## src/design/cis_pkg.sv

```systemverilog
// Package of constants and types for the CPU interrupt sequencer.
package cis_pkg;
	localparam int NUM_SRC = 8;
	localparam int PC_W = 13;
	localparam int SP_W = 16;
	localparam int DATA_W = 32;
	localparam int ADDR_W = 12;

	// Register byte addresses.
	localparam logic [ADDR_W-1:0] ADDR_CTRL = 12'h000;
	localparam logic [ADDR_W-1:0] ADDR_SFLAGS = 12'h004;
	localparam logic [ADDR_W-1:0] ADDR_ENABLE = 12'h008;
	localparam logic [ADDR_W-1:0] ADDR_FLAGS = 12'h00c;
	localparam logic [ADDR_W-1:0] ADDR_LEVEL = 12'h010;
	localparam logic [ADDR_W-1:0] ADDR_SP = 12'h014;
	localparam logic [ADDR_W-1:0] ADDR_BOOT = 12'h018;
	localparam logic [ADDR_W-1:0] ADDR_STATUS = 12'h01c;

	// Field positions.
	localparam int GIE_BIT = 7;
	localparam int VSEL_BIT = 1;
	localparam int BRST_BIT = 0;
	localparam int LOCK_APP_BIT = 2;
	localparam int LOCK_BOOT_BIT = 3;

	// Reset values and step constants.
	localparam logic [7:0] SFLAGS_RST = 8'h00;
	localparam logic [SP_W-1:0] SP_RST = 16'h04ff;
	localparam logic [PC_W-1:0] BOOT_START_RST = 13'h1c00;
	localparam logic [PC_W-1:0] RESET_VEC = 13'h0000;
	localparam logic [PC_W-1:0] VEC_STRIDE = 13'h0002;
	localparam logic [PC_W-1:0] PC_ONE = 13'h0001;
	localparam logic [SP_W-1:0] SP_STEP = 16'h0002;

	// Timing.
	localparam int CLK_MHZ = 40;
	localparam int ENTRY_CYC = 4;
	localparam int WAKE_CYC = 4;
	localparam int RETURN_CYC = 4;
	localparam int JUMP_CYC = 3;
	localparam logic [3:0] CNT_ZERO = 4'h0;
	localparam logic [3:0] CNT_ONE = 4'h1;

	// Instruction kinds presented by the pipeline.
	localparam logic [2:0] OP_NONE = 3'h0;
	localparam logic [2:0] OP_SEI = 3'h1;
	localparam logic [2:0] OP_CLI = 3'h2;
	localparam logic [2:0] OP_RET_IRQ = 3'h3;
	localparam logic [2:0] OP_JMP = 3'h4;

	typedef enum logic [4:0] {
		ST_RUN   = 5'b00001,
		ST_WAKE  = 5'b00010,
		ST_ENTRY = 5'b00100,
		ST_RET   = 5'b01000,
		ST_JUMP  = 5'b10000
	} cis_state_type;
endpackage

```

## src/design/cis_sequencer.sv

```systemverilog
// Interrupt and reset vectoring sequencer of the CPU core, with AHB-Lite registers.
// Operation
// RQ1 - Single core clock, no divider
// RQ2 - Take source only if enabled and global
// RQ3 - Boot lock bits suppress interrupts by PC
// RQ4 - Low vectors; lower address wins; reset first
// RQ5 - Vector select moves vectors to boot
// RQ6 - Boot reset fuse moves reset vector
// RQ7 - Entry clears global enable
// RQ8 - Setting global enable allows nesting
// RQ9 - Return sets global enable
// RQ10 - Entry clears latched pending flag
// RQ11 - Write one clears flag, zero keeps
// RQ12 - Flags held while disabled, served later
// RQ13 - Level sources request while present
// RQ14 - One instruction after return before interrupt
// RQ15 - Handlers save status flags themselves
// RQ16 - Clear-enable blocks same-cycle interrupt
// RQ17 - One instruction after set-enable
// RQ18 - Entry four cycles, pushes PC
// RQ19 - Vector jump takes three cycles
// RQ20 - Multi-cycle instruction completes first
// RQ21 - Wake from sleep adds four cycles
// RQ22 - Return four cycles, pops PC, SP+2
// RQ23 - Entry push decrements SP by two
// RQ24 - Global enable is status bit 7
//
// Added by the designer: the placing of the registers and the AHB-Lite register port.
`timescale 1ns/1ps
module cis_sequencer (
	input  wire logic                        clock,        // Core clock, 40 MHz.
	input  wire logic                        rst,          // Asynchronous reset, active high.
	input  wire logic [11:0]                 haddr,        // AHB address.
	input  wire logic [1:0]                  htrans,       // AHB transfer type.
	input  wire logic                        hwrite,       // AHB write.
	input  wire logic [2:0]                  hsize,        // AHB size.
	input  wire logic                        hsel,         // AHB select.
	input  wire logic                        hready,       // AHB bus ready.
	input  wire logic [31:0]                 hwdata,       // AHB write data.
	output logic      [31:0]                 hrdata,       // AHB read data.
	output logic                             hreadyout,    // AHB slave ready.
	output logic                             hresp,        // AHB response, always OKAY.
	input  wire logic [cis_pkg::NUM_SRC-1:0] src_event,    // Event pulses of latched sources.
	input  wire logic [cis_pkg::NUM_SRC-1:0] src_level,    // Conditions of level sources.
	input  wire logic                        instr_done,   // Pipeline finished an instruction.
	input  wire logic [2:0]                  instr_op,     // Kind of finished instruction.
	input  wire logic                        sleeping,     // Core is in sleep mode.
	input  wire logic [cis_pkg::PC_W-1:0]    pc_in,        // Program counter of next instruction.
	output logic                             irq_take,     // Pipeline must halt for entry.
	output logic      [cis_pkg::PC_W-1:0]    vector_pc,    // Target program counter.
	output logic                             pc_load,      // Load vector_pc, one cycle.
	output logic      [cis_pkg::PC_W-1:0]    stack_pc,     // Program counter pushed.
	output logic                             stack_push,   // Push stack_pc, one cycle.
	output logic                             stack_pop,    // Pop the return address, one cycle.
	output logic      [cis_pkg::SP_W-1:0]    stack_ptr,    // Stack pointer.
	output logic                             global_en     // Status bit 7 mirror.
);

	////////////////////////////////////////////////////////////////////////////////
	// Register bus.
	logic                        wr_pend_q, wr_pend_d;
	logic [11:0]                 wr_addr_q, wr_addr_d;
	logic [31:0]                 rdata_q, rdata_d;
	logic [7:0]                  sflags_q, sflags_d;
	logic [3:0]                  ctrl_q, ctrl_d;
	logic [cis_pkg::NUM_SRC-1:0] ena_q, ena_d;
	logic [cis_pkg::NUM_SRC-1:0] flag_q, flag_d;
	logic [cis_pkg::NUM_SRC-1:0] lvl_q, lvl_d;
	logic [cis_pkg::SP_W-1:0]    sp_q, sp_d;
	logic [cis_pkg::PC_W-1:0]    boot_q, boot_d;
	logic                        addr_ph;

	////////////////////////////////////////////////////////////////////////////////
	// Sequencer state.
	cis_pkg::cis_state_type      st_q, st_d;
	logic [3:0]                  cnt_q, cnt_d;
	logic                        hold_q, hold_d;
	logic [cis_pkg::PC_W-1:0]    vec_q, vec_d;
	logic [cis_pkg::PC_W-1:0]    pcsave_q, pcsave_d;
	logic                        take_q, take_d;
	logic                        load_q, load_d;
	logic                        push_q, push_d;
	logic                        pop_q, pop_d;
	logic [cis_pkg::NUM_SRC-1:0] clr_src;
	logic [cis_pkg::NUM_SRC-1:0] req;
	logic                        any_req;
	logic [2:0]                  win;
	logic                        locked;
	logic                        cli_now;

	assign addr_ph = hsel & hready & htrans[1];

	// A source pending in the same cycle as a CLI is not taken, because of cli_now; its flag stays set. [RQ16]
	assign cli_now = instr_done & (instr_op == cis_pkg::OP_CLI);

	// Interrupts are suppressed while executing in a locked section. [RQ3]
	always_comb begin
		locked = 1'b0;
		if (ctrl_q[cis_pkg::LOCK_APP_BIT] && pc_in < boot_q)
			locked = 1'b1;
		if (ctrl_q[cis_pkg::LOCK_BOOT_BIT] && pc_in >= boot_q)
			locked = 1'b1;
	end

	// Latched flags or present levels, each gated by its enable. [RQ2] [RQ13]
	assign req = ((flag_q & ~lvl_q) | (src_level & lvl_q)) & ena_q;
	assign any_req = |req;

	// Lowest index is the lowest vector and wins. [RQ4]
	always_comb begin
		win = 3'h0;
		for (int i = cis_pkg::NUM_SRC - 1; i >= 0; i--) begin
			if (req[i])
				win = 3'(i);
		end
	end

	always_comb begin
		st_d = st_q;
		cnt_d = cnt_q;
		hold_d = hold_q;
		vec_d = vec_q;
		pcsave_d = pcsave_q;
		take_d = 1'b0;
		load_d = 1'b0;
		push_d = 1'b0;
		pop_d = 1'b0;
		clr_src = '0;
		sflags_d = sflags_q;
		sp_d = sp_q;
		if (instr_done && instr_op == cis_pkg::OP_SEI)
			sflags_d[cis_pkg::GIE_BIT] = 1'b1; // [RQ8] [RQ24]
		if (cli_now)
			sflags_d[cis_pkg::GIE_BIT] = 1'b0; // [RQ16]
		case (st_q)
			cis_pkg::ST_RUN: begin
				if (instr_done)
					hold_d = 1'b0;
				if (instr_done && instr_op == cis_pkg::OP_RET_IRQ) begin
					st_d = cis_pkg::ST_RET;
					cnt_d = 4'(cis_pkg::RETURN_CYC - 1);
					pop_d = 1'b1;
				end else if (instr_done && instr_op == cis_pkg::OP_SEI) begin
					hold_d = 1'b1; // [RQ17]
				// Only at an instruction boundary or while sleeping, so multi-cycle ones complete. [RQ20]
				end else if ((instr_done || sleeping) && !hold_q && !cli_now && !locked
						&& sflags_q[cis_pkg::GIE_BIT] && any_req) begin // [RQ2] [RQ12]
					take_d = 1'b1;
					pcsave_d = pc_in;
					// Vector select relocates to the boot section; widen before the +1 so
					// the top source does not wrap to the reset slot. [RQ5]
					vec_d = (ctrl_q[cis_pkg::VSEL_BIT] ? boot_q : cis_pkg::RESET_VEC)
						+ (cis_pkg::PC_W'(win) + cis_pkg::PC_ONE) * cis_pkg::VEC_STRIDE;
					sflags_d[cis_pkg::GIE_BIT] = 1'b0; // [RQ7]
					clr_src[win] = ~lvl_q[win]; // [RQ10]
					if (sleeping) begin
						st_d = cis_pkg::ST_WAKE; // [RQ21]
						cnt_d = 4'(cis_pkg::WAKE_CYC - 1);
					end else begin
						st_d = cis_pkg::ST_ENTRY;
						cnt_d = 4'(cis_pkg::ENTRY_CYC - 1);
					end
				end
			end
			cis_pkg::ST_WAKE: begin
				take_d = 1'b1;
				cnt_d = cnt_q - cis_pkg::CNT_ONE;
				if (cnt_q == cis_pkg::CNT_ZERO) begin
					st_d = cis_pkg::ST_ENTRY;
					cnt_d = 4'(cis_pkg::ENTRY_CYC - 1);
				end
			end
			cis_pkg::ST_ENTRY: begin
				take_d = 1'b1;
				cnt_d = cnt_q - cis_pkg::CNT_ONE;
				// Four entry cycles; push and SP-2 at the third, vector load at the last. [RQ18] [RQ23]
				if (cnt_q == cis_pkg::CNT_ONE) begin
					push_d = 1'b1;
					sp_d = sp_q - cis_pkg::SP_STEP;
				end
				if (cnt_q == cis_pkg::CNT_ZERO) begin
					take_d = 1'b0;
					load_d = 1'b1;
					st_d = cis_pkg::ST_JUMP;
					cnt_d = 4'(cis_pkg::JUMP_CYC - 1);
				end
			end
			cis_pkg::ST_JUMP: begin
				// The jump placed at the vector occupies three cycles. [RQ19]
				cnt_d = cnt_q - cis_pkg::CNT_ONE;
				if (cnt_q == cis_pkg::CNT_ZERO)
					st_d = cis_pkg::ST_RUN;
			end
			cis_pkg::ST_RET: begin
				cnt_d = cnt_q - cis_pkg::CNT_ONE;
				if (cnt_q == cis_pkg::CNT_ZERO) begin
					// Pop done, SP+2, global enable set. [RQ9] [RQ22]
					sp_d = sp_q + cis_pkg::SP_STEP;
					sflags_d[cis_pkg::GIE_BIT] = 1'b1;
					hold_d = 1'b1; // [RQ14]
					st_d = cis_pkg::ST_RUN;
				end
			end
			default: st_d = cis_pkg::ST_RUN;
		endcase
	end

	// Register writes and flag handling. Status flags other than bit 7 are left to software.
	always_comb begin
		wr_pend_d = addr_ph & hwrite;
		wr_addr_d = addr_ph ? haddr : wr_addr_q;
		ctrl_d = ctrl_q;
		ena_d = ena_q;
		lvl_d = lvl_q;
		boot_d = boot_q;
		flag_d = flag_q & ~clr_src;
		if (wr_pend_q) begin
			case (wr_addr_q)
				cis_pkg::ADDR_CTRL:   ctrl_d = hwdata[3:0];
				cis_pkg::ADDR_ENABLE: ena_d = hwdata[cis_pkg::NUM_SRC-1:0];
				cis_pkg::ADDR_FLAGS:  flag_d = flag_d & ~hwdata[cis_pkg::NUM_SRC-1:0]; // [RQ11]
				cis_pkg::ADDR_LEVEL:  lvl_d = hwdata[cis_pkg::NUM_SRC-1:0];
				cis_pkg::ADDR_BOOT:   boot_d = hwdata[cis_pkg::PC_W-1:0];
				default: ;
			endcase
		end
		// Events set flags regardless of the global enable; set wins over clear. [RQ12]
		flag_d = flag_d | src_event;
		rdata_d = rdata_q;
		if (addr_ph && !hwrite) begin
			case (haddr)
				cis_pkg::ADDR_CTRL:   rdata_d = {28'h0, ctrl_q};
				cis_pkg::ADDR_SFLAGS: rdata_d = {24'h0, sflags_q};
				cis_pkg::ADDR_ENABLE: rdata_d = {24'h0, ena_q};
				cis_pkg::ADDR_FLAGS:  rdata_d = {24'h0, flag_q};
				cis_pkg::ADDR_LEVEL:  rdata_d = {24'h0, lvl_q};
				cis_pkg::ADDR_SP:     rdata_d = {16'h0, sp_q};
				cis_pkg::ADDR_BOOT:   rdata_d = {19'h0, boot_q};
				cis_pkg::ADDR_STATUS: rdata_d = {27'h0, st_q};
				default:              rdata_d = 32'h0;
			endcase
		end
	end

	// Bus writes to status flags and stack pointer override the sequencer's own update.
	logic [7:0]               sflags_w;
	logic [cis_pkg::SP_W-1:0] sp_w;
	always_comb begin
		sflags_w = sflags_d;
		sp_w = sp_d;
		if (wr_pend_q && wr_addr_q == cis_pkg::ADDR_SFLAGS)
			sflags_w = hwdata[7:0]; // [RQ8]
		if (wr_pend_q && wr_addr_q == cis_pkg::ADDR_SP)
			sp_w = hwdata[cis_pkg::SP_W-1:0];
	end

	// Single clock domain, no divider. [RQ1]
	always_ff @(posedge clock or posedge rst) begin
		if (rst) begin
			wr_pend_q <= 1'b0;
			wr_addr_q <= '0;
			rdata_q <= '0;
			sflags_q <= cis_pkg::SFLAGS_RST;
			ctrl_q <= '0;
			ena_q <= '0;
			flag_q <= '0;
			lvl_q <= '0;
			sp_q <= cis_pkg::SP_RST;
			boot_q <= cis_pkg::BOOT_START_RST;
			st_q <= cis_pkg::ST_RUN;
			cnt_q <= '0;
			hold_q <= 1'b0;
			vec_q <= cis_pkg::RESET_VEC;
			pcsave_q <= '0;
			take_q <= 1'b0;
			load_q <= 1'b0;
			push_q <= 1'b0;
			pop_q <= 1'b0;
		end else begin
			wr_pend_q <= wr_pend_d;
			wr_addr_q <= wr_addr_d;
			rdata_q <= rdata_d;
			sflags_q <= sflags_w;
			ctrl_q <= ctrl_d;
			ena_q <= ena_d;
			flag_q <= flag_d;
			lvl_q <= lvl_d;
			sp_q <= sp_w;
			boot_q <= boot_d;
			st_q <= st_d;
			cnt_q <= cnt_d;
			hold_q <= hold_d;
			vec_q <= vec_d;
			pcsave_q <= pcsave_d;
			take_q <= take_d;
			load_q <= load_d;
			push_q <= push_d;
			pop_q <= pop_d;
		end
	end

	////////////////////////////////////////////////////////////////////////////////
	// Outputs, straight from flip-flops except the constant bus answers and the vector_pc select.
	// Reset vector is the boot start when the fuse bit is set. [RQ6]
	logic [cis_pkg::PC_W-1:0] rst_vec_q;
	always_ff @(posedge clock or posedge rst) begin
		if (rst)
			rst_vec_q <= cis_pkg::RESET_VEC;
		else
			rst_vec_q <= ctrl_q[cis_pkg::BRST_BIT] ? boot_q : cis_pkg::RESET_VEC;
	end

	assign hrdata = rdata_q;
	assign hreadyout = 1'b1;
	assign hresp = 1'b0;
	assign irq_take = take_q;
	assign vector_pc = (st_q == cis_pkg::ST_RUN) ? rst_vec_q : vec_q;
	assign pc_load = load_q;
	assign stack_pc = pcsave_q;
	assign stack_push = push_q;
	assign stack_pop = pop_q;
	assign stack_ptr = sp_q;
	assign global_en = sflags_q[cis_pkg::GIE_BIT];

endmodule

```

## config.mk

```make
export PLATFORM = sky130hd
export DESIGN_NAME = cis_sequencer
export DESIGN_NICKNAME = d
export VERILOG_FILES = /design/src/design/cis_pkg.sv /design/src/design/cis_sequencer.sv
export SDC_FILE = /design/constraint.sdc
export NUM_CORES = 1
export LEC_CHECK = 0
export BUFFER_PORTS_ARGS = -buffer_cell sky130_fd_sc_hd__buf_2
export CELL_PAD_IN_SITES_DETAIL_PLACEMENT = 1
export CELL_PAD_IN_SITES_GLOBAL_PLACEMENT = 2
export CORE_UTILIZATION = 34
export DETAILED_ROUTE_END_ITERATION = 7
export PLACE_DENSITY_LB_ADDON = 0.05
export SKIP_CTS_REPAIR_TIMING = 1
export SLEW_MARGIN = 20
export SYNTH_ARGS = -nofsm -noshare
export SYNTH_HDL_FRONTEND = slang
export SYNTH_SLANG_ARGS = --single-unit
```

## constraint.sdc

```tcl
create_clock -name clock -period 5.1 [get_ports clock]
set_clock_uncertainty 0.1 [all_clocks]
set_input_delay 0.51 -clock clock [delete_from_list [all_inputs] [get_ports clock]]
set_output_delay 0.51 -clock clock [all_outputs]
set_load 0.01 [all_outputs]
```

==> results.md <==
* Vias per cell at 5.148
* DRC viols at 0
* Stages on the worst setup path at 12
* Origin of the critical flop-to-flop path: st_q[1]$_DFFE_PP0P_
* # H-tree levels at 4
* Fillcell total at approximately 2800
* Period utilisation layout at between 70 and 80%
* Number of buffers created by CTS at 17
* Unique masters post-synth at 66
* CP endpoint: stack_ptr[14]$_DFFE_PP0P_
* Slowest-stage cell, CP: nand3_1
* DR WL/cell at between 15 and 20 um
* Area of the multi-input gates at 0.004088 mm^2
* CP delay by family, top: compound AO/OA/AOI/OAI gates
* Setup crit start kind: flop
* Vias at 6558
* Starting Density at 34.51%
* Row cnt at 56
* RSZ-0062 raised after global routing: no
* Ant. Diodes at 0
* Post-layout min period at approximately 4000 ps
* Type of the worst min-delay path: in -> async
* Synth top area cells: dfrtp_1 (42%), mux2_2 (10%), nand2_1 (5.5%)
* Layout cells sized above 1 at between 20% and 30%
* TritonCTS clock tree: yes
* Final wirelength at around 25000 um
* Chip Height at about 160 um
* Clock sinks at 147
* Cells after synthesis at approximately 810
* Fmax at 252.5 MHz
* Core Region at about 0.023 mm^2
* Vias in the first global route at ~6800
* Post-synth EDFFs at 0
* Status: finished clean
* Worst-Skew Late Latency at 430 ps
* I/O pin cnt at between 150 and 200
* Post-synthesis async set-or-reset flop share at 100.0%
* 1st-iter DRT viols at 280
* Top-area cell type share of the netlist area at slightly above 40%
* Critical path, cell by cell: nor2_1 -> nand3_1 -> ha_1 -> a211o_1 -> a21oi_1 -> o21ai_0 -> a41oi_1 -> a21oi_1 -> a31oi_1 -> xnor2_1 -> mux2i_1 -> a21oi_1
* Die X at 156.1 um
* Synth Register Bits at between 100 and 150
* Pin count of the biggest net entering global routing at between 100 and 150
* Global placement routability congestion at around 0.9
* ANT nets after route at 0
* Layout area overhead at 18.50%
* Post-Syn Area at around 0.0081 mm^2
* Crit. Startpoint: st_q[1]$_DFFE_PP0P_
* Non-Filler Instances at between 1000 and 1500
* Die area at roughly 0.024 mm^2
* Total gr overflow at 0
* CP arrival at ~4200 ps
* GRT Total Usage at around 21%
* HPWL Detailed at between 15000 and 20000 um
* Synth Warn # at 0
* Worst-Margin Slew at about 1000 ps
* PwrDens at between 400 and 500 mW/mm^2
* Synth Flop Type: dfrtp_1
* First-pass GRT wire length at a little under 40000 um
* Critical Path Sink Type: flop
* Clock transition at the registers of the reported paths at 70 ps
* Setup TNS at 0 ps
* Port bufs at 130
* Nets at approximately 1100
* Top cell by count, worst path: a21oi_1
* Placed Cells at 1242
* Root Driver: clkbuf_16
* Max-slew violation count at 0
* Buf/Inv on CP at 0
* Hold Vio Cnt, Final at 0
* Final Setup Violations at 0
* Reg-to-Reg End: stack_ptr[14]$_DFFE_PP0P_
* Max Cap Violations at 0
* Max IR drop VDD at about 0.22 mV
* Most frequent cells in the layout: dfrtp_1 (134), buf_2 (130), nand2_1 (119)
* Mean post-synth cell area at 9.922 um^2
* Worst Reg-to-Reg Cells at 12
* Slowest stage delay, CP at between 600 and 700 ps
* Register area at 0.003695 mm^2
* First drt pass iteration count at 4
* P_leak at 0.004488 uW
* Slew headroom at 32.80%
* Commonest non-fill, non-tap cell in the layout: dfrtp_1
* Critical setup path kind: reg -> reg
* Clock Tree Buf Depth at 2
* CP required at 5350 ps
* Crit-path max FO at 17
* Cell taking the most area after synthesis: dfrtp_1
* Initial antenna violation count at 0
* Register area share after synthesis at 45.75%
* R2r setup slk at approximately 1100 ps
[cells in the mapped netlist (3+ instances only)]
cell and number:
dfrtp_1 134, nand2_1 119, mux2_2 73, nor2_1 59, a21oi_1 50, o21ai_0 39
ha_1 34, a22oi_1 29, inv_1 29, buf_4 21, and2_1 18, a21o_1 17
clkbuf_1 15, nand3_1 15, dfstp_2 13, nor3_1 12, xnor2_1 12, xor2_1 11
a31oi_1 10, nor2b_1 8, nand3b_1 6, nor2_2 5, a211oi_1 4, a221oi_1 4
a41oi_1 4, buf_2 4, mux2i_1 4, o31ai_1 4, a211o_1 3, a222oi_1 3
and3_1 3, nand4_1 3, nor4_1 3, o21a_1 3, o21ai_1 3
[flip-flops by register name (all words and copies together), names as in the netlist, 4 cells and up]
name	count
ena_q	8
lvl_q	8
flag_q	8
st_q	5
stack_pc	13
cnt_q	4
stack_ptr	16
ctrl_q	4
hrdata	16
rst_vec_q	13
vec_q	13
wr_addr_q	12
boot_q	13
sflags_q	8
[worst min path at each step]
stage	startpoint	end	slack (ps)	cells after the start
final	rst	flag_q[5]$_DFF_PP0_	130	2
after global routing	haddr[10]	wr_addr_q[10]$_DFFE_PP0P_	220	2
after CTS	hwrite	wr_pend_q$_DFF_PP0_	200	3
after global placement	hrdata[15]$_DFFE_PP0P_	hrdata[15]$_DFFE_PP0P_	360	2
after floorplan	cnt_q[3]$_DFFE_PP0P_	cnt_q[3]$_DFFE_PP0P_	350	1
after detailed placement	hrdata[3]$_DFFE_PP0P_	hrdata[3]$_DFFE_PP0P_	360	1
[where the power goes]
| part | internal [uW] | switching (uW) | leakage (uW) | total [uW] |
|---|---|---|---|---|
| sequential | 1430 | 230 | 0.00178 | 1660 |
| combinational | 641 | 875 | 0.00242 | 1520 |
| clock | 743 | 532 | 0.000282 | 1270 |
| total | 2810 | 1640 | 0.00449 | 4450 |
[cells by family after synthesis]
| family | share of synthesized area, % |
|---|---|
| and+or+nand+nor | 15.82 |
| AOI/OAI and AO/OA | 15.03 |
| DFF | 45.75 |
| muxes | 10.67 |
| buffers and inverters | 4.384 |
| adders and majority gates | 5.763 |
| xor gates and xnor gates | 2.494 |
| other | 0.09299 |
[layout make-up]
type	count	share of cell area (%)
Timing Repair Buffer	134	7.112
Clock inverter	13	1.582
Inverter	29	1.190
Clock buffer	19	4.628
Sequential cell	147	38.61
Tap cell	319	4.170
Multi-Input combinational cell	613	42.71
[layer usage]
metal | share of wire, % | routed length [um] | track usage, % | up-vias
met5 | 0 | 0 | 0 | -
met4 | 1.7 | 412 | 6.116 | 0
met3 | 3.3 | 814 | 3.611 | 23
met2 | 49 | 12100 | 35.61 | 144
met1 | 46 | 11370 | 28.52 | 3274
li1 | - | - | - | 3117
[metrics by stage]
stage	total power (uW)	cell area, um^2	hold WS, ps	worst slack, ps	util (%)
after floorplan	2671	8137	345.3	560.2	-
after global placement	3152	8976	357.4	1231	38.36
after detailed placement	3221	8976	360.3	1043	38.36
after CTS	4521	9570	204.0	1021	40.89
after global routing	4767	9570	219.8	714.6	40.89
final	4452	9570	131.5	1140	40.89
[worst register-to-register path, delay by kind of cell (launching register included)]
family / cells / cell delay [ps]
simple gates: 2 / 940
compound gates: 7 / 1540
fa+ha+maj: 1 / 630
mux: 1 / 90
flops: 1 / 440
xor+xnor: 1 / 150
(Power assumes the default switching activity.)
